`src/rtl/dispatch_pkg.sv`:
```
// Constants shared by the reader command dispatcher.
package dispatch_pkg;

  // ==========================================================
  // Register indices (byte address is four times the index).
  localparam logic [5:0] IDX_OPERATION_SELECT = 6'h01;
  localparam logic [5:0] IDX_FIFO_DATA        = 6'h09;
  localparam logic [5:0] IDX_FIFO_LEVEL       = 6'h0a;
  localparam logic [5:0] IDX_FRAME_BIT_SETUP  = 6'h0d;
  localparam logic [5:0] IDX_CHECKSUM_RESULT  = 6'h21;
  localparam logic [5:0] IDX_SELF_TEST_CTRL   = 6'h36;
  localparam logic [5:0] IDX_PROBE_SELECT     = 6'h38;
  localparam logic [5:0] IDX_TEST_DAC_ONE     = 6'h39;
  localparam logic [5:0] IDX_TEST_DAC_TWO     = 6'h3a;
  localparam logic [5:0] IDX_ADC_IQ_SNAPSHOT  = 6'h3b;
  localparam logic [5:0] IDX_FACTORY_A        = 6'h3c;
  localparam logic [5:0] IDX_FACTORY_B        = 6'h3d;
  localparam logic [5:0] IDX_FACTORY_C        = 6'h3e;
  localparam logic [5:0] IDX_FACTORY_D        = 6'h3f;

  // ==========================================================
  // Reset values and field positions.
  localparam logic [7:0] RST_FACTORY_A  = 8'hff;
  localparam logic [7:0] RST_FACTORY_B  = 8'h00;
  localparam logic [7:0] RST_FACTORY_C  = 8'h03;
  localparam logic [7:0] RST_FACTORY_D  = 8'h00;
  localparam logic [5:0] RST_TEST_DAC   = 6'h00;
  localparam logic [7:0] RST_PROBE_SEL  = 8'h00;
  localparam logic [3:0] RST_SELF_TEST  = 4'h0;
  localparam logic [2:0] RST_LAST_BITS  = 3'h0;
  localparam int         POS_POWER_DOWN = 4;
  localparam int         POS_KICK       = 7;
  localparam int         POS_FLUSH      = 7;

  // ==========================================================
  // Command codes and command constants.
  localparam logic [3:0] OP_IDLE     = 4'h0;
  localparam logic [3:0] OP_MEM      = 4'h1;
  localparam logic [3:0] OP_RANDOM   = 4'h2;
  localparam logic [3:0] OP_CHECKSUM = 4'h3;
  localparam logic [3:0] OP_TRANSMIT = 4'h4;
  localparam logic [3:0] OP_KEEP     = 4'h7;
  localparam logic [3:0] OP_RECEIVE  = 4'h8;
  localparam logic [3:0] OP_TRANSCV  = 4'hc;
  localparam logic [3:0] OP_AUTH     = 4'he;
  localparam logic [3:0] OP_SW_RESET = 4'hf;
  localparam logic [3:0] SELF_TEST_ARMED = 4'h9;
  localparam logic [3:0] PROBE_SEL_DAC   = 4'h1;
  localparam logic [4:0] MEM_BYTES       = 5'd25;
  localparam logic [4:0] RANDOM_BYTES    = 5'd10;
  localparam logic [4:0] AUTH_ARG_BYTES  = 5'd12;
  localparam logic [15:0] CHECKSUM_PRESET = 16'h6363;
  localparam logic [15:0] CHECKSUM_POLY   = 16'h1021;
  localparam logic [15:0] RANDOM_SEED     = 16'hace1;
  localparam int          FIFO_DEPTH      = 64;

  typedef enum logic [10:0] {
    ST_IDLE      = 11'b000_0000_0001,
    ST_MEM_IN    = 11'b000_0000_0010,
    ST_MEM_OUT   = 11'b000_0000_0100,
    ST_RANDOM    = 11'b000_0000_1000,
    ST_CHECKSUM  = 11'b000_0001_0000,
    ST_SELF_TEST = 11'b000_0010_0000,
    ST_TRANSMIT  = 11'b000_0100_0000,
    ST_TRX_WAIT  = 11'b000_1000_0000,
    ST_TRX_SEND  = 11'b001_0000_0000,
    ST_RECEIVE   = 11'b010_0000_0000,
    ST_AUTH      = 11'b100_0000_0000
  } op_state_t;

endpackage

```
`src/rtl/reader_command_dispatcher.sv`:
```
// Command state machine, FIFO and test registers of the reader core.
`timescale 1ns/100ps
module reader_command_dispatcher (
  // Clock and reset
  input  wire logic        clk_sys,
  input  wire logic        reset,
  // AHB-Lite slave
  input  wire logic        hsel,
  input  wire logic [31:0] haddr,
  input  wire logic [1:0]  htrans,
  input  wire logic        hwrite,
  input  wire logic [2:0]  hsize,
  input  wire logic [31:0] hwdata,
  input  wire logic        hready,
  output logic      [31:0] hrdata,
  output logic             hreadyout,
  output logic             hresp,
  // RF datapath
  output logic      [7:0]  rf_tx_byte,
  output logic             rf_tx_strobe,
  output logic             rf_rx_enable,
  input  wire logic [7:0]  rf_rx_byte,
  input  wire logic        rf_rx_valid,
  input  wire logic        rf_rx_end,
  // Authentication engine
  output logic             card_auth_active,
  input  wire logic        card_auth_done,
  // Analog test pins
  input  wire logic [3:0]  adc_i_pin,
  input  wire logic [3:0]  adc_q_pin,
  output logic      [5:0]  probe_dac_first_value,
  output logic      [5:0]  probe_dac_second_value,
  output logic             probe_pin_first_dac_route,
  output logic             probe_pin_second_dac_route,
  output logic             power_down
);

  // ==========================================================
  // Register storage.
  dispatch_pkg::op_state_t state_reg;
  logic [7:0]  fifo_mem [0:dispatch_pkg::FIFO_DEPTH-1];
  logic [7:0]  buffer_mem [0:24];
  logic [5:0]  wr_ptr_reg;
  logic [5:0]  rd_ptr_reg;
  logic [6:0]  count_reg;
  logic [4:0]  idx_reg;
  logic [15:0] checksum_reg;
  logic [15:0] lfsr_reg;
  logic        power_down_reg;
  logic        kick_reg;
  logic [2:0]  last_bits_reg;
  logic [3:0]  self_test_reg;
  logic [7:0]  probe_sel_reg;
  logic [5:0]  dac_one_reg;
  logic [5:0]  dac_two_reg;
  logic [7:0]  factory_reg [0:3];
  logic [7:0]  adc_meta_reg;
  logic [7:0]  adc_sync_reg;
  logic        soft_reset_reg;
  logic        clr;

  // Soft reset clears everything but the buffer, the FIFO storage, the random generator, the ADC snapshot and the bus pipeline.
  assign clr = reset | soft_reset_reg;

  // ==========================================================
  // AHB-Lite slave: writes commit at end of data phase, reads
  // take one wait state so they see a preceding write.
  logic        wr_pend_reg;
  logic        rd_pend_reg;
  logic [5:0]  aidx_reg;
  logic        amapped_reg;
  logic        accept;
  logic        host_wr;
  logic        host_rd;
  logic [3:0]  new_cmd;

  assign accept  = hsel & htrans[1] & hready;
  assign host_wr = wr_pend_reg & amapped_reg;
  assign host_rd = rd_pend_reg & amapped_reg;
  assign new_cmd = hwdata[3:0];

  always_ff @(posedge clk_sys) begin
    if (reset) begin
      wr_pend_reg <= 1'b0;
      rd_pend_reg <= 1'b0;
      aidx_reg    <= 6'h00;
      amapped_reg <= 1'b0;
      hreadyout   <= 1'b1;
    end else begin
      wr_pend_reg <= accept & hwrite;
      rd_pend_reg <= accept & ~hwrite;
      hreadyout   <= ~(accept & ~hwrite);
      if (accept) begin
        aidx_reg    <= haddr[7:2];
        amapped_reg <= (haddr[31:8] == 24'h000000) & (haddr[1:0] == 2'b00);
      end
    end
  end

  assign hresp = 1'b0;

  function automatic logic [3:0] code_of(dispatch_pkg::op_state_t s);
    case (s)
      dispatch_pkg::ST_MEM_IN,
      dispatch_pkg::ST_MEM_OUT:   code_of = dispatch_pkg::OP_MEM;
      dispatch_pkg::ST_RANDOM:    code_of = dispatch_pkg::OP_RANDOM;
      dispatch_pkg::ST_CHECKSUM,
      dispatch_pkg::ST_SELF_TEST: code_of = dispatch_pkg::OP_CHECKSUM;
      dispatch_pkg::ST_TRANSMIT:  code_of = dispatch_pkg::OP_TRANSMIT;
      dispatch_pkg::ST_RECEIVE:   code_of = dispatch_pkg::OP_RECEIVE;
      dispatch_pkg::ST_TRX_WAIT,
      dispatch_pkg::ST_TRX_SEND:  code_of = dispatch_pkg::OP_TRANSCV;
      dispatch_pkg::ST_AUTH:      code_of = dispatch_pkg::OP_AUTH;
      default:                    code_of = dispatch_pkg::OP_IDLE;
    endcase
  endfunction

  logic [7:0] rd_byte;
  always_comb begin
    rd_byte = 8'h00;
    if (!amapped_reg) begin
      rd_byte = 8'h00;
    end else if (aidx_reg == dispatch_pkg::IDX_OPERATION_SELECT) begin
      rd_byte = {3'b000, power_down_reg, code_of(state_reg)};
    end else if (aidx_reg == dispatch_pkg::IDX_FIFO_DATA) begin
      rd_byte = fifo_mem[rd_ptr_reg];
    end else if (aidx_reg == dispatch_pkg::IDX_FIFO_LEVEL) begin
      rd_byte = {1'b0, count_reg};
    end else if (aidx_reg == dispatch_pkg::IDX_FRAME_BIT_SETUP) begin
      rd_byte = {kick_reg, 4'h0, last_bits_reg};
    end else if (aidx_reg == dispatch_pkg::IDX_CHECKSUM_RESULT) begin
      rd_byte = checksum_reg[7:0];
    end else if (aidx_reg == dispatch_pkg::IDX_SELF_TEST_CTRL) begin
      rd_byte = {4'h0, self_test_reg};
    end else if (aidx_reg == dispatch_pkg::IDX_PROBE_SELECT) begin
      rd_byte = probe_sel_reg;
    end else if (aidx_reg == dispatch_pkg::IDX_TEST_DAC_ONE) begin
      rd_byte = {2'b00, dac_one_reg};
    end else if (aidx_reg == dispatch_pkg::IDX_TEST_DAC_TWO) begin
      rd_byte = {2'b00, dac_two_reg};
    end else if (aidx_reg == dispatch_pkg::IDX_ADC_IQ_SNAPSHOT) begin
      rd_byte = adc_sync_reg;
    end else if (aidx_reg[5:2] == 4'hf) begin
      rd_byte = factory_reg[aidx_reg[1:0]];
    end
  end

  always_ff @(posedge clk_sys) begin
    if (reset) begin
      hrdata <= 32'h0000_0000;
    end else if (rd_pend_reg) begin
      hrdata <= {24'h000000, rd_byte};
    end
  end

  // ==========================================================
  // FIFO with one push and one pop port; the command datapath has
  // priority, and host data reads and writes are blocked during authentication.
  logic       dev_push;
  logic       dev_pop;
  logic [7:0] dev_data;
  logic       host_fifo;
  logic       push;
  logic       pop;
  logic       fifo_empty;
  logic       fifo_full;
  logic       flush;
  logic [7:0] head;

  assign fifo_empty = (count_reg == 7'd0);
  assign fifo_full  = (count_reg == 7'd64);
  assign head       = fifo_mem[rd_ptr_reg];
  assign host_fifo  = amapped_reg & (aidx_reg == dispatch_pkg::IDX_FIFO_DATA)
                      & (state_reg != dispatch_pkg::ST_AUTH);
  assign push  = dev_push | (host_wr & host_fifo & ~fifo_full);
  assign pop   = dev_pop | (host_rd & host_fifo & ~fifo_empty);
  assign flush = host_wr & (aidx_reg == dispatch_pkg::IDX_FIFO_LEVEL)
                 & hwdata[dispatch_pkg::POS_FLUSH];

  always_ff @(posedge clk_sys) begin
    if (push) begin
      fifo_mem[wr_ptr_reg] <= dev_push ? dev_data : hwdata[7:0];
    end
  end

  // Command start never touches the pointers.
  always_ff @(posedge clk_sys) begin
    if (clr || flush) begin
      wr_ptr_reg <= 6'h00;
      rd_ptr_reg <= 6'h00;
      count_reg  <= 7'd0;
    end else begin
      wr_ptr_reg <= wr_ptr_reg + 6'(push);
      rd_ptr_reg <= rd_ptr_reg + 6'(pop);
      count_reg  <= count_reg + 7'(push) - 7'(pop);
    end
  end

  // ==========================================================
  // Command state machine.
  logic cmd_write;
  logic last_idx;
  dispatch_pkg::op_state_t start_state;

  assign cmd_write = host_wr
                     & (aidx_reg == dispatch_pkg::IDX_OPERATION_SELECT);

  always_comb begin
    case (new_cmd)
      dispatch_pkg::OP_MEM:      start_state = fifo_empty ?
        dispatch_pkg::ST_MEM_OUT : dispatch_pkg::ST_MEM_IN;
      dispatch_pkg::OP_RANDOM:   start_state = dispatch_pkg::ST_RANDOM;
      dispatch_pkg::OP_CHECKSUM: start_state =
        (self_test_reg == dispatch_pkg::SELF_TEST_ARMED) ?
        dispatch_pkg::ST_SELF_TEST : dispatch_pkg::ST_CHECKSUM;
      dispatch_pkg::OP_TRANSMIT: start_state = dispatch_pkg::ST_TRANSMIT;
      dispatch_pkg::OP_RECEIVE:  start_state = dispatch_pkg::ST_RECEIVE;
      dispatch_pkg::OP_TRANSCV:  start_state = dispatch_pkg::ST_TRX_WAIT;
      dispatch_pkg::OP_AUTH:     start_state = dispatch_pkg::ST_AUTH;
      default:                   start_state = dispatch_pkg::ST_IDLE;
    endcase
  end

  // Stream states read the FIFO head from their first cycle.
  always_comb begin
    dev_push = 1'b0;
    dev_pop  = 1'b0;
    dev_data = 8'h00;
    case (state_reg)
      dispatch_pkg::ST_MEM_IN,
      dispatch_pkg::ST_CHECKSUM,
      dispatch_pkg::ST_TRANSMIT,
      dispatch_pkg::ST_TRX_SEND: begin
        dev_pop = ~fifo_empty;
      end
      dispatch_pkg::ST_AUTH: begin
        dev_pop = ~fifo_empty & (idx_reg != dispatch_pkg::AUTH_ARG_BYTES);
      end
      dispatch_pkg::ST_MEM_OUT: begin
        dev_push = ~fifo_full;
        dev_data = buffer_mem[idx_reg];
      end
      dispatch_pkg::ST_SELF_TEST: begin
        dev_push = ~fifo_full;
        dev_data = checksum_reg[7:0];
      end
      dispatch_pkg::ST_RECEIVE: begin
        dev_push = rf_rx_valid & ~fifo_full;
        dev_data = rf_rx_byte;
      end
      default: begin
        dev_push = 1'b0;
      end
    endcase
  end

  assign last_idx = (idx_reg == dispatch_pkg::MEM_BYTES - 5'd1);

  always_ff @(posedge clk_sys) begin
    if (clr) begin
      state_reg <= dispatch_pkg::ST_IDLE;
      idx_reg   <= 5'd0;
    end else if (cmd_write && new_cmd != dispatch_pkg::OP_KEEP) begin
      state_reg <= start_state;
      idx_reg   <= 5'd0;
    end else begin
      case (state_reg)
        dispatch_pkg::ST_MEM_IN,
        dispatch_pkg::ST_MEM_OUT: begin
          if (dev_pop || dev_push) begin
            idx_reg <= idx_reg + 5'd1;
            if (last_idx) begin
              state_reg <= dispatch_pkg::ST_IDLE;
            end
          end
        end
        dispatch_pkg::ST_RANDOM: begin
          idx_reg <= idx_reg + 5'd1;
          if (idx_reg == dispatch_pkg::RANDOM_BYTES - 5'd1) begin
            state_reg <= dispatch_pkg::ST_IDLE;
          end
        end
        dispatch_pkg::ST_SELF_TEST: begin
          if (dev_push) begin
            state_reg <= dispatch_pkg::ST_IDLE;
          end
        end
        // The checksum state has no exit of its own.
        dispatch_pkg::ST_CHECKSUM: begin
          state_reg <= dispatch_pkg::ST_CHECKSUM;
        end
        dispatch_pkg::ST_TRANSMIT: begin
          if (fifo_empty) begin
            state_reg <= dispatch_pkg::ST_IDLE;
          end
        end
        dispatch_pkg::ST_TRX_WAIT: begin
          if (kick_reg) begin
            state_reg <= dispatch_pkg::ST_TRX_SEND;
          end
        end
        dispatch_pkg::ST_TRX_SEND: begin
          if (fifo_empty) begin
            state_reg <= dispatch_pkg::ST_RECEIVE;
          end
        end
        dispatch_pkg::ST_RECEIVE: begin
          if (rf_rx_end) begin
            state_reg <= dispatch_pkg::ST_IDLE;
          end
        end
        dispatch_pkg::ST_AUTH: begin
          if (dev_pop) begin
            idx_reg <= idx_reg + 5'd1;
          end
          if (card_auth_done && idx_reg == dispatch_pkg::AUTH_ARG_BYTES) begin
            state_reg <= dispatch_pkg::ST_IDLE;
          end
        end
        default: begin
          state_reg <= dispatch_pkg::ST_IDLE;
        end
      endcase
    end
  end

  // ==========================================================
  // Internal buffer survives soft reset, so it has no reset at all.
  always_ff @(posedge clk_sys) begin
    if (state_reg == dispatch_pkg::ST_MEM_IN && dev_pop) begin
      buffer_mem[idx_reg] <= head;
    end else if (state_reg == dispatch_pkg::ST_RANDOM) begin
      buffer_mem[idx_reg] <= lfsr_reg[7:0];
    end
  end

  always_ff @(posedge clk_sys) begin
    if (reset) begin
      lfsr_reg <= dispatch_pkg::RANDOM_SEED;
    end else begin
      lfsr_reg <= {lfsr_reg[14:0],
                   lfsr_reg[15] ^ lfsr_reg[13] ^ lfsr_reg[12] ^ lfsr_reg[10]};
    end
  end

  function automatic logic [15:0] crc_step(logic [15:0] c, logic [7:0] d);
    logic [15:0] r;
    r = c ^ {d, 8'h00};
    for (int i = 0; i < 8; i++) begin
      r = r[15] ? ((r << 1) ^ dispatch_pkg::CHECKSUM_POLY) : (r << 1);
    end
    crc_step = r;
  endfunction

  always_ff @(posedge clk_sys) begin
    if (clr) begin
      checksum_reg <= dispatch_pkg::CHECKSUM_PRESET;
    end else if (cmd_write && new_cmd == dispatch_pkg::OP_CHECKSUM) begin
      checksum_reg <= dispatch_pkg::CHECKSUM_PRESET;
    end else if (state_reg == dispatch_pkg::ST_CHECKSUM && dev_pop) begin
      checksum_reg <= crc_step(checksum_reg, head);
    end
  end

  // ==========================================================
  // Software-visible control registers.
  always_ff @(posedge clk_sys) begin
    if (reset) begin
      soft_reset_reg <= 1'b0;
    end else begin
      soft_reset_reg <= cmd_write & (new_cmd == dispatch_pkg::OP_SW_RESET);
    end
  end

  always_ff @(posedge clk_sys) begin
    if (clr) begin
      power_down_reg <= 1'b0;
      last_bits_reg  <= dispatch_pkg::RST_LAST_BITS;
      self_test_reg  <= dispatch_pkg::RST_SELF_TEST;
      probe_sel_reg  <= dispatch_pkg::RST_PROBE_SEL;
      dac_one_reg    <= dispatch_pkg::RST_TEST_DAC;
      dac_two_reg    <= dispatch_pkg::RST_TEST_DAC;
      factory_reg[0] <= dispatch_pkg::RST_FACTORY_A;
      factory_reg[1] <= dispatch_pkg::RST_FACTORY_B;
      factory_reg[2] <= dispatch_pkg::RST_FACTORY_C;
      factory_reg[3] <= dispatch_pkg::RST_FACTORY_D;
    end else if (host_wr) begin
      if (aidx_reg == dispatch_pkg::IDX_OPERATION_SELECT) begin
        power_down_reg <= hwdata[dispatch_pkg::POS_POWER_DOWN];
      end else if (aidx_reg == dispatch_pkg::IDX_FRAME_BIT_SETUP) begin
        last_bits_reg <= hwdata[2:0];
      end else if (aidx_reg == dispatch_pkg::IDX_SELF_TEST_CTRL) begin
        self_test_reg <= hwdata[3:0];
      end else if (aidx_reg == dispatch_pkg::IDX_PROBE_SELECT) begin
        probe_sel_reg <= hwdata[7:0];
      end else if (aidx_reg == dispatch_pkg::IDX_TEST_DAC_ONE) begin
        dac_one_reg <= hwdata[5:0];
      end else if (aidx_reg == dispatch_pkg::IDX_TEST_DAC_TWO) begin
        dac_two_reg <= hwdata[5:0];
      end else if (aidx_reg[5:2] == 4'hf) begin
        factory_reg[aidx_reg[1:0]] <= hwdata[7:0];
      end
    end
  end

  // The kick is consumed when the send phase starts; a host set in
  // that same cycle wins so a kick is never lost.
  always_ff @(posedge clk_sys) begin
    if (clr) begin
      kick_reg <= 1'b0;
    end else if (host_wr && aidx_reg == dispatch_pkg::IDX_FRAME_BIT_SETUP
                 && hwdata[dispatch_pkg::POS_KICK]) begin
      kick_reg <= 1'b1;
    end else if (state_reg == dispatch_pkg::ST_TRX_WAIT) begin
      kick_reg <= 1'b0;
    end
  end

  // ==========================================================
  // ADC pins are asynchronous; the snapshot is two stages deep.
  always_ff @(posedge clk_sys) begin
    if (reset) begin
      adc_meta_reg <= 8'h00;
      adc_sync_reg <= 8'h00;
    end else begin
      adc_meta_reg <= {adc_i_pin, adc_q_pin};
      adc_sync_reg <= adc_meta_reg;
    end
  end

  // ==========================================================
  // Registered outputs toward the analog, RF and authentication blocks.
  always_ff @(posedge clk_sys) begin
    if (clr) begin
      rf_tx_byte                 <= 8'h00;
      rf_tx_strobe               <= 1'b0;
      rf_rx_enable               <= 1'b0;
      card_auth_active           <= 1'b0;
      probe_dac_first_value      <= dispatch_pkg::RST_TEST_DAC;
      probe_dac_second_value     <= dispatch_pkg::RST_TEST_DAC;
      probe_pin_first_dac_route  <= 1'b0;
      probe_pin_second_dac_route <= 1'b0;
      power_down                 <= 1'b0;
    end else begin
      rf_tx_strobe <= dev_pop & ((state_reg == dispatch_pkg::ST_TRANSMIT)
                      | (state_reg == dispatch_pkg::ST_TRX_SEND));
      if (dev_pop) begin
        rf_tx_byte <= head;
      end
      rf_rx_enable     <= (state_reg == dispatch_pkg::ST_RECEIVE);
      card_auth_active <= (state_reg == dispatch_pkg::ST_AUTH)
                          & (idx_reg == dispatch_pkg::AUTH_ARG_BYTES);
      probe_dac_first_value      <= dac_one_reg;
      probe_dac_second_value     <= dac_two_reg;
      probe_pin_first_dac_route  <=
        (probe_sel_reg[7:4] == dispatch_pkg::PROBE_SEL_DAC);
      probe_pin_second_dac_route <=
        (probe_sel_reg[3:0] == dispatch_pkg::PROBE_SEL_DAC);
      power_down <= power_down_reg;
    end
  end

endmodule

```
`config.mk`:
```
export PLATFORM = sky130hd
export DESIGN_NAME = reader_command_dispatcher
export DESIGN_NICKNAME = d
export VERILOG_FILES = /design/src/rtl/dispatch_pkg.sv /design/src/rtl/reader_command_dispatcher.sv
export SDC_FILE = /design/constraint.sdc
export NUM_CORES = 1
export LEC_CHECK = 0
export ABC_AREA = 1
export CORE_MARGIN = 4
export CORE_UTILIZATION = 57
export DETAILED_ROUTE_END_ITERATION = 8
export DONT_BUFFER_PORTS = 1
export PLACE_DENSITY = 0.77
export SETUP_SLACK_MARGIN = 0.2
export SYNTH_ARGS = -nofsm -noshare
export SYNTH_HDL_FRONTEND = slang
export SYNTH_SLANG_ARGS = --single-unit
```
`constraint.sdc`:
```
create_clock -name clk_sys -period 4.32 [get_ports clk_sys]
set_clock_uncertainty 0.2 [all_clocks]
set_input_delay 0.648 -clock clk_sys [delete_from_list [all_inputs] [get_ports clk_sys]]
set_output_delay 0.648 -clock clk_sys [all_outputs]
set_load 0.01 [all_outputs]
```
-- Word-level counts from Yosys, hierarchy flattened
Memories as Yosys holds them, arrays and structs flattened. A register that Yosys moved wholly into a read port is not among the register bits.
Index checks and enable logic that the tools add are counted.
- bits in registers: 157
- memory bits (writable): 744
- memories: 3
- add/subtract/negate cells: 5
- equality and inequality tests: 50
- multiplexer cells: 72
- bitwise operators: 47
- reduce and logical (&&, ||, !) cells: 30
- memory list (name ; depth ; bits a word ; rd ports ; clocked after Yosys merged registers in ; wr ports ; RTL line ; source):
    fifo_mem ; 64 ; 8 ; 1 ; 1 ; 1 ; reader_command_dispatcher.sv:41 ; logic [7:0] fifo_mem [0:dispatch_pkg::FIFO_DEPTH-1];
    buffer_mem ; 25 ; 8 ; 1 ; 1 ; 1 ; reader_command_dispatcher.sv:42 ; logic [7:0] buffer_mem [0:24];
    factory_reg ; 4 ; 8 ; 1 ; 1 ; 4 ; reader_command_dispatcher.sv:56 ; logic [7:0] factory_reg [0:3];
- operators by type and width (kind ; number):
    8-bit two-way mux ; 15
    11-bit two-way mux ; 10
    13-bit two-way mux ; 8
    11-bit one-hot mux with 9 select lines ; 1
    11-bit one-hot mux with 7 select lines ; 1
    6-bit equality test, second input constant ; 6
    4-bit one-hot mux with 7 select lines ; 1
    3-bit != test, second input constant ; 9
    4-bit equality test, second input constant ; 6
    24-bit zero test ; 1
    3-bit inverter ; 8
    8-bit one-hot mux with 3 select lines ; 1
    1-bit two-way mux ; 22
    1-bit bitwise AND ; 21
    5-bit two-way mux ; 4
    6-bit by 4-bit equality test with 1-bit output, second input constant ; 3
    16-bit bitwise XOR ; 1
    5-bit one-hot mux with 3 select lines ; 1
    6-bit by 1-bit adder with 6-bit output ; 2
    4-bit by 1-bit equality test with 1-bit output, second input constant ; 3
    6-bit two-way mux ; 2
    2-bit OR reduction ; 6
    11-bit by 10-bit equality test with 1-bit output, second input constant ; 1
    11-bit equality test, second input constant ; 1
    other kinds (42) ; 70

-- Logic depth before layout (Yosys ltp)
- depth in word-level cells: 17
- gate-level depth with buffers: 23
- mapped depth without buffers: 22

-- Least setup slack after synthesis
OpenSTA, ideal clock, no wires.
- path kind: flip-flop to flip-flop
- from: reg (tool-made name)
- to: mem fifo_mem[0][4] (data pin)
- library setup time: 565 ps
- data arrival time: 3329 ps
- setup slack: 226 ps
- cell stages (with the launch flop): 10
- path buffers: 3
- period minus slack after synthesis: 4094 ps
- path through: dfxtp_1 > clkbuf_1 > clkbuf_1 > clkbuf_1 > nor2_1 > o221ai_1 > o211ai_1 > a21oi_1 > nand2_1 > a22oi_1
- RTL lines (what ; RTL line):
    end, declared ; reader_command_dispatcher.sv:41

-- Worst setup path after layout
- from: reg state_reg[6]
- to: reg count_reg[6]
- word-level cells in the longest chain between the ends: 7
- RTL lines (what ; RTL line ; source):
    start, declared ; reader_command_dispatcher.sv:40 ; dispatch_pkg::op_state_t state_reg;
    start signal, assigned ; reader_command_dispatcher.sv:261 ; state_reg <= dispatch_pkg::ST_IDLE;
    start signal, assigned ; reader_command_dispatcher.sv:264 ; state_reg <= start_state;
    start signal, assigned ; reader_command_dispatcher.sv:273 ; state_reg <= dispatch_pkg::ST_IDLE;
    11-bit != test ; reader_command_dispatcher.sv:174 ; & (state_reg != dispatch_pkg::ST_AUTH);
    1-bit bitwise AND ; reader_command_dispatcher.sv:174 ;
    1-bit bitwise AND (2 in a row) ; reader_command_dispatcher.sv:175 ; assign push = dev_push | (host_wr & host_fifo & ~fifo_full);
    1-bit OR ; reader_command_dispatcher.sv:175 ;
    7-bit by 1-bit adder with 7-bit output ; reader_command_dispatcher.sv:195 ; count_reg <= count_reg + 7'(push) - 7'(pop);
    7-bit by 1-bit subtractor with 7-bit output * ; reader_command_dispatcher.sv:195 ;
    end signal, assigned ; reader_command_dispatcher.sv:195 ;
    end, declared ; reader_command_dispatcher.sv:45 ; logic [6:0] count_reg;
Every way passes the cells marked *; elsewhere a longest branch is shown, timed or not.
A chain may end at the register's enable or synchronous reset.

==> results_tabular.tex <==
\begin{tabular}{lr}
\hline
Metric & Value \\
\hline
\multicolumn{2}{l}{\textbf{Status}} \\
\quad Status & complete, no violations \\
\multicolumn{2}{l}{\textbf{Die}} \\
\quad Die boundary width & $\sim$270 um \\
\quad Core Box Area & 0.06633 mm2 \\
\quad Die Footprint & 0.07172 mm2 \\
\quad Count of pins on the block boundary & between 150 and 200 \\
\quad Number of core rows & 94 \\
\quad Die Y & between 200 and 300 um \\
\quad Starting Density & approximately three fifths \\
\multicolumn{2}{l}{\textbf{Synthesis}} \\
\quad Gate count of the mapped netlist & 3624 \\
\quad Average cell area after synthesis & 10.62 um2 \\
\quad Yosys synthesis warning count & 0 \\
\quad Seq/Total Area, Yosys & 66.60\% \\
\quad Distinct cell type count of the synthesized netlist & 60 \\
\quad Register bit total from synthesis & roughly 900 \\
\quad Count of flip-flops with a built-in enable after synthesis & 744 \\
\quad Most used DFF post-synth & edfxtp\_1 \\
\quad Summed instance area of the synthesized netlist & 0.03848 mm2 \\
\quad Post-synth ARST share & 0\% \\
\multicolumn{2}{l}{\textbf{STA}} \\
\quad Final-report setup violation count & 0 \\
\quad Setup TNS & 0 ns \\
\quad Final setup slack of the worst path & 0.5181 ns \\
\quad Relative slew slack & a little over a quarter \\
\quad Fmax & 263.0 MHz \\
\quad Max-slew violation count & 0 \\
\quad Final critical-path share of the clock period & 88.01\% \\
\quad Setup repair after global routing missed its margin & false \\
\quad Final Hold Viols & 0 \\
\quad Slew of the pin with the lowest slew margin & 1.105 ns \\
\quad Fin crit period & approximately 3.8 ns \\
\multicolumn{2}{l}{\textbf{Power and ir drop}} \\
\quad Relative contribution of sequential cells to total power & a little over half \\
\quad Internal Pwr Total & 14250 uW \\
\quad Clock network power share & 45.6\% \\
\quad Power density of the placed cells & 419.1 mW/mm2 \\
\quad Leakage power of the design & 0.01536 uW \\
\quad VDD IR-drop max & between 0.0004 and 0.0005 V \\
\quad Overall power consumption & between 15000 and 20000 uW \\
\quad Net Switching & 3601 uW \\
\quad Logic pwr share & 1.5\% \\
\quad Share of total power consumed by net switching & between 20\% and 30\% \\
\multicolumn{2}{l}{\textbf{Finish}} \\
\quad Share of post-route cells with drive strength above 1 & $\sim$8.2\% \\
\quad Final Non-Filler Cells & 4563 \\
\quad Growth of design area from synthesis to finish & 10.73\% \\
\quad Multi-input gate area in the final layout & 0.01093 mm2 \\
\quad Layout net count & 3735 \\
\quad Sequential cell area & between 0.02 and 0.03 mm2 \\
\quad Max FFs per register & 512 \\
\quad Number of filler cells placed in the layout & 4873 \\
\multicolumn{2}{l}{\textbf{CTS}} \\
\quad Clock tree from TritonCTS & yes \\
\quad CTS Root Cell & clkbuf\_16 \\
\quad Number of buffers between clock root and the deepest sink & 3 \\
\quad H-tree depth & 3 \\
\quad Clock tree sinks & slightly above 900 \\
\quad CTS clock-pin slew for the worst setup and hold paths & $\sim$0.060 ns \\
\quad CTS buffer count & roughly 90 \\
\quad Clock latency reported for the late side of the worst-skew pair & 0.66 ns \\
\multicolumn{2}{l}{\textbf{GRT}} \\
\quad Wire length of the first global-routing pass & 145600 um \\
\quad Met1 usage & 36.12\% \\
\quad Most utilized layer in the global route result & met2 \\
\quad Maximum number of pins on one net before global-route repair & 127 \\
\quad Antenna violations before repair & 0 \\
\quad Met3 track utilization from global routing & 4.349\% \\
\quad Total track usage & 26.22\% \\
\quad GRT Residual Overflow & 0 \\
\quad Met2 Use GR & 42.40\% \\
\quad Number of global-route vias before repair & 25720 \\
\multicolumn{2}{l}{\textbf{Worst setup path}} \\
\quad Slowest cell delay on critical path & around 0.4 ns \\
\quad Cell depth of the worst flop-to-flop path & 20 \\
\quad Sum of buffers and inverters on the critical path & 3 \\
\quad Stages on the worst setup path & 20 \\
\quad Slowest library cell on the worst path & fa\_1 \\
\quad Crit. End Element & register \\
\quad Critical path's top delay family & compound AO/OA/AOI/OAI gates \\
\quad Critical Path Fanout Max & 10 \\
\quad Worst EP required & 4.67 ns \\
\quad Kind of critical path & register to register \\
\quad Cell seen most often among critical-path stages & inv\_1 \\
\quad Sort of element at the start of the critical path & register \\
\quad Sequence of cells on the critical path & nor2\_4 > nand3\_4 > nor2\_8 > nand4\_2 > o21ai\_2 > nand2\_2 > o31ai\_2 > inv\_1 > ha\_1 > inv\_1 > ha\_1 > inv\_1 > fa\_1 > nor2\_1 > nor2\_1 > o21bai\_1 > a21oi\_1 > o21bai\_1 > a21oi\_1 > o21a\_1 \\
\quad R2R Setup Slk & 0.52 ns \\
\quad CP arrival & between 4 and 5 ns \\
\multicolumn{2}{l}{\textbf{Detailed routing}} \\
\quad Overall routed net length & 95090 um \\
\quad Length of the first detailed-routing pass in iterations & 6 \\
\quad Remaining design rule violation count & 0 \\
\quad Mean routed wirelength per cell & 20.84 um \\
\quad Number of antenna-violating nets in the routed design & 0 \\
\quad DR vias & 27130 \\
\quad Number of vias per cell after detailed routing & 5.946 \\
\quad Iteration-0 DRC count of the detailed router & 3234 \\
\multicolumn{2}{l}{\textbf{Worst hold path}} \\
\quad Worst Hold Class & primary input to register \\
\quad Number of instances on the worst hold path & 2 \\
\multicolumn{2}{l}{\textbf{Place}} \\
\quad Half-perimeter wire length after placement & 58020 um \\
\quad Number of input and output port buffers inserted & 0 \\
\quad Total placed cells including tap cells & 4371 \\
\quad Worst slack at placement & 0.4788 ns \\
\quad Last weighted congestion value of the routability-driven placer & 0.9366 \\
\multicolumn{2}{l}{\textbf{Job}} \\
\quad \# Max-Cap Violations & 0 \\
\hline
\end{tabular}
[synth_stat cells (7+ instances only)]
cell type / n / area (um2)
nor4_1: 9 / 56.30
o221ai_1: 32 / 280.3
nor3_1: 37 / 185.2
o22ai_1: 23 / 143.9
a21oi_1: 107 / 535.5
nand4_1: 14 / 87.58
inv_1: 202 / 758.2
o211ai_1: 27 / 202.7
buf_4: 41 / 307.8
o21ai_1: 12 / 60.06
dfxtp_1: 164 / 3283
nor2_1: 311 / 1167
nand2_2: 16 / 100.1
a221oi_1: 11 / 96.34
clkbuf_1: 71 / 266.5
inv_2: 15 / 56.30
buf_2: 58 / 290.3
nand3_1: 534 / 2673
o21ai_0: 174 / 870.8
edfxtp_1: 744 / 22340
a22oi_1: 8 / 60.06
buf_6: 28 / 315.3
buf_1: 8 / 30.03
xor2_1: 7 / 61.31
ha_1: 17 / 212.7
nand2_1: 872 / 3273
[power by group through the flow]
stage / registers, uW / clock network (uW) / logic, uW
4_1_cts: 9460 / 8200 / 257
5_1_grt: 9450 / 8590 / 280
3_3_place_gp: 9640 / 0 / 223
6_report: 9460 / 8140 / 261
2_1_floorplan: 9650 / 0 / 151
3_5_place_dp: 9640 / 0 / 230
[cells by family after synthesis]
group	after synthesis	synth area share, %
and+or+nand+nor	1829	20.56
buffers and inverters	434	5.437
xor gates and xnor gates	9	0.2049
DFF	908	66.60
adders and majority gates	18	0.6049
other	1	0.009746
AOI/OAI and AO/OA	425	6.585
[metrics by stage]
stage	area, um2	hold WS (ns)	util [%]
floorplan	38570	0.1883	-
global placement	39200	0.1921	59.09
detailed placement	39200	0.1939	59.09
CTS	42590	0.0001214	64.20
global route	42600	0.04864	64.22
finish	42600	0.02444	64.23
[per-layer routing]
metal  part of all wire (%)  vias up
met4                    4.0        0
met3                    9.3      255
met2                     47     1417
li1                       -    12560
met5                      0        -
met1                     39    12900
[placed cells by master, fill, tap and decap left out, types with 13 or more instances in the layout]
cell	n
clkbuf_16	93
nand2_1	871
buf_12	17
o21ai_1	13
dlygate4sd3_1	23
nor3_1	35
inv_2	15
ha_1	17
edfxtp_1	744
nand2_2	17
nand4_1	14
dfxtp_1	160
nand3_1	534
inv_1	202
nor2_1	309
buf_4	52
o21ai_0	166
clkinv_2	13
o22ai_1	23
conb_1	25
o221ai_1	32
a21oi_1	107
o211ai_1	27
clkinv_1	22
[worst paths after layout]
kind	from	end
setup / recovery	state_reg[6]$_SDFFE_PP0P_	count_reg[6]$_SDFF_PP0_
hold / removal	hwdata[1]	dac_one_reg[1]$_SDFFE_PP0P_
setup reg to reg	state_reg[6]$_SDFFE_PP0P_	count_reg[6]$_SDFF_PP0_
hold reg to reg	lfsr_reg[11]$_SDFF_PP1_	lfsr_reg[12]$_SDFF_PP0_
[timing repair]
action	4_1_cts	5_1_grt
endpoints found under the setup margin	0	1
hold buffers	24	0
buffers inserted	0	0
resized for setup	0	4
hold endpoints to repair	60	0
[area by class of cell]
| cell class | instances | share of cell area (%) |
|---|---|---|
| Tap cell | 864 | 2.537 |
| Clock inverter | 56 | 1.612 |
| Antenna cell | 1 | 0.005874 |
| Multi-Input combinational cell | 2306 | 25.66 |
| Clock buffer | 111 | 5.750 |
| Inverter | 225 | 2.006 |
| Sequential cell | 908 | 60.17 |
| Timing Repair Buffer | 92 | 2.256 |
No activity file was read; power rests on OpenSTA's default activity.
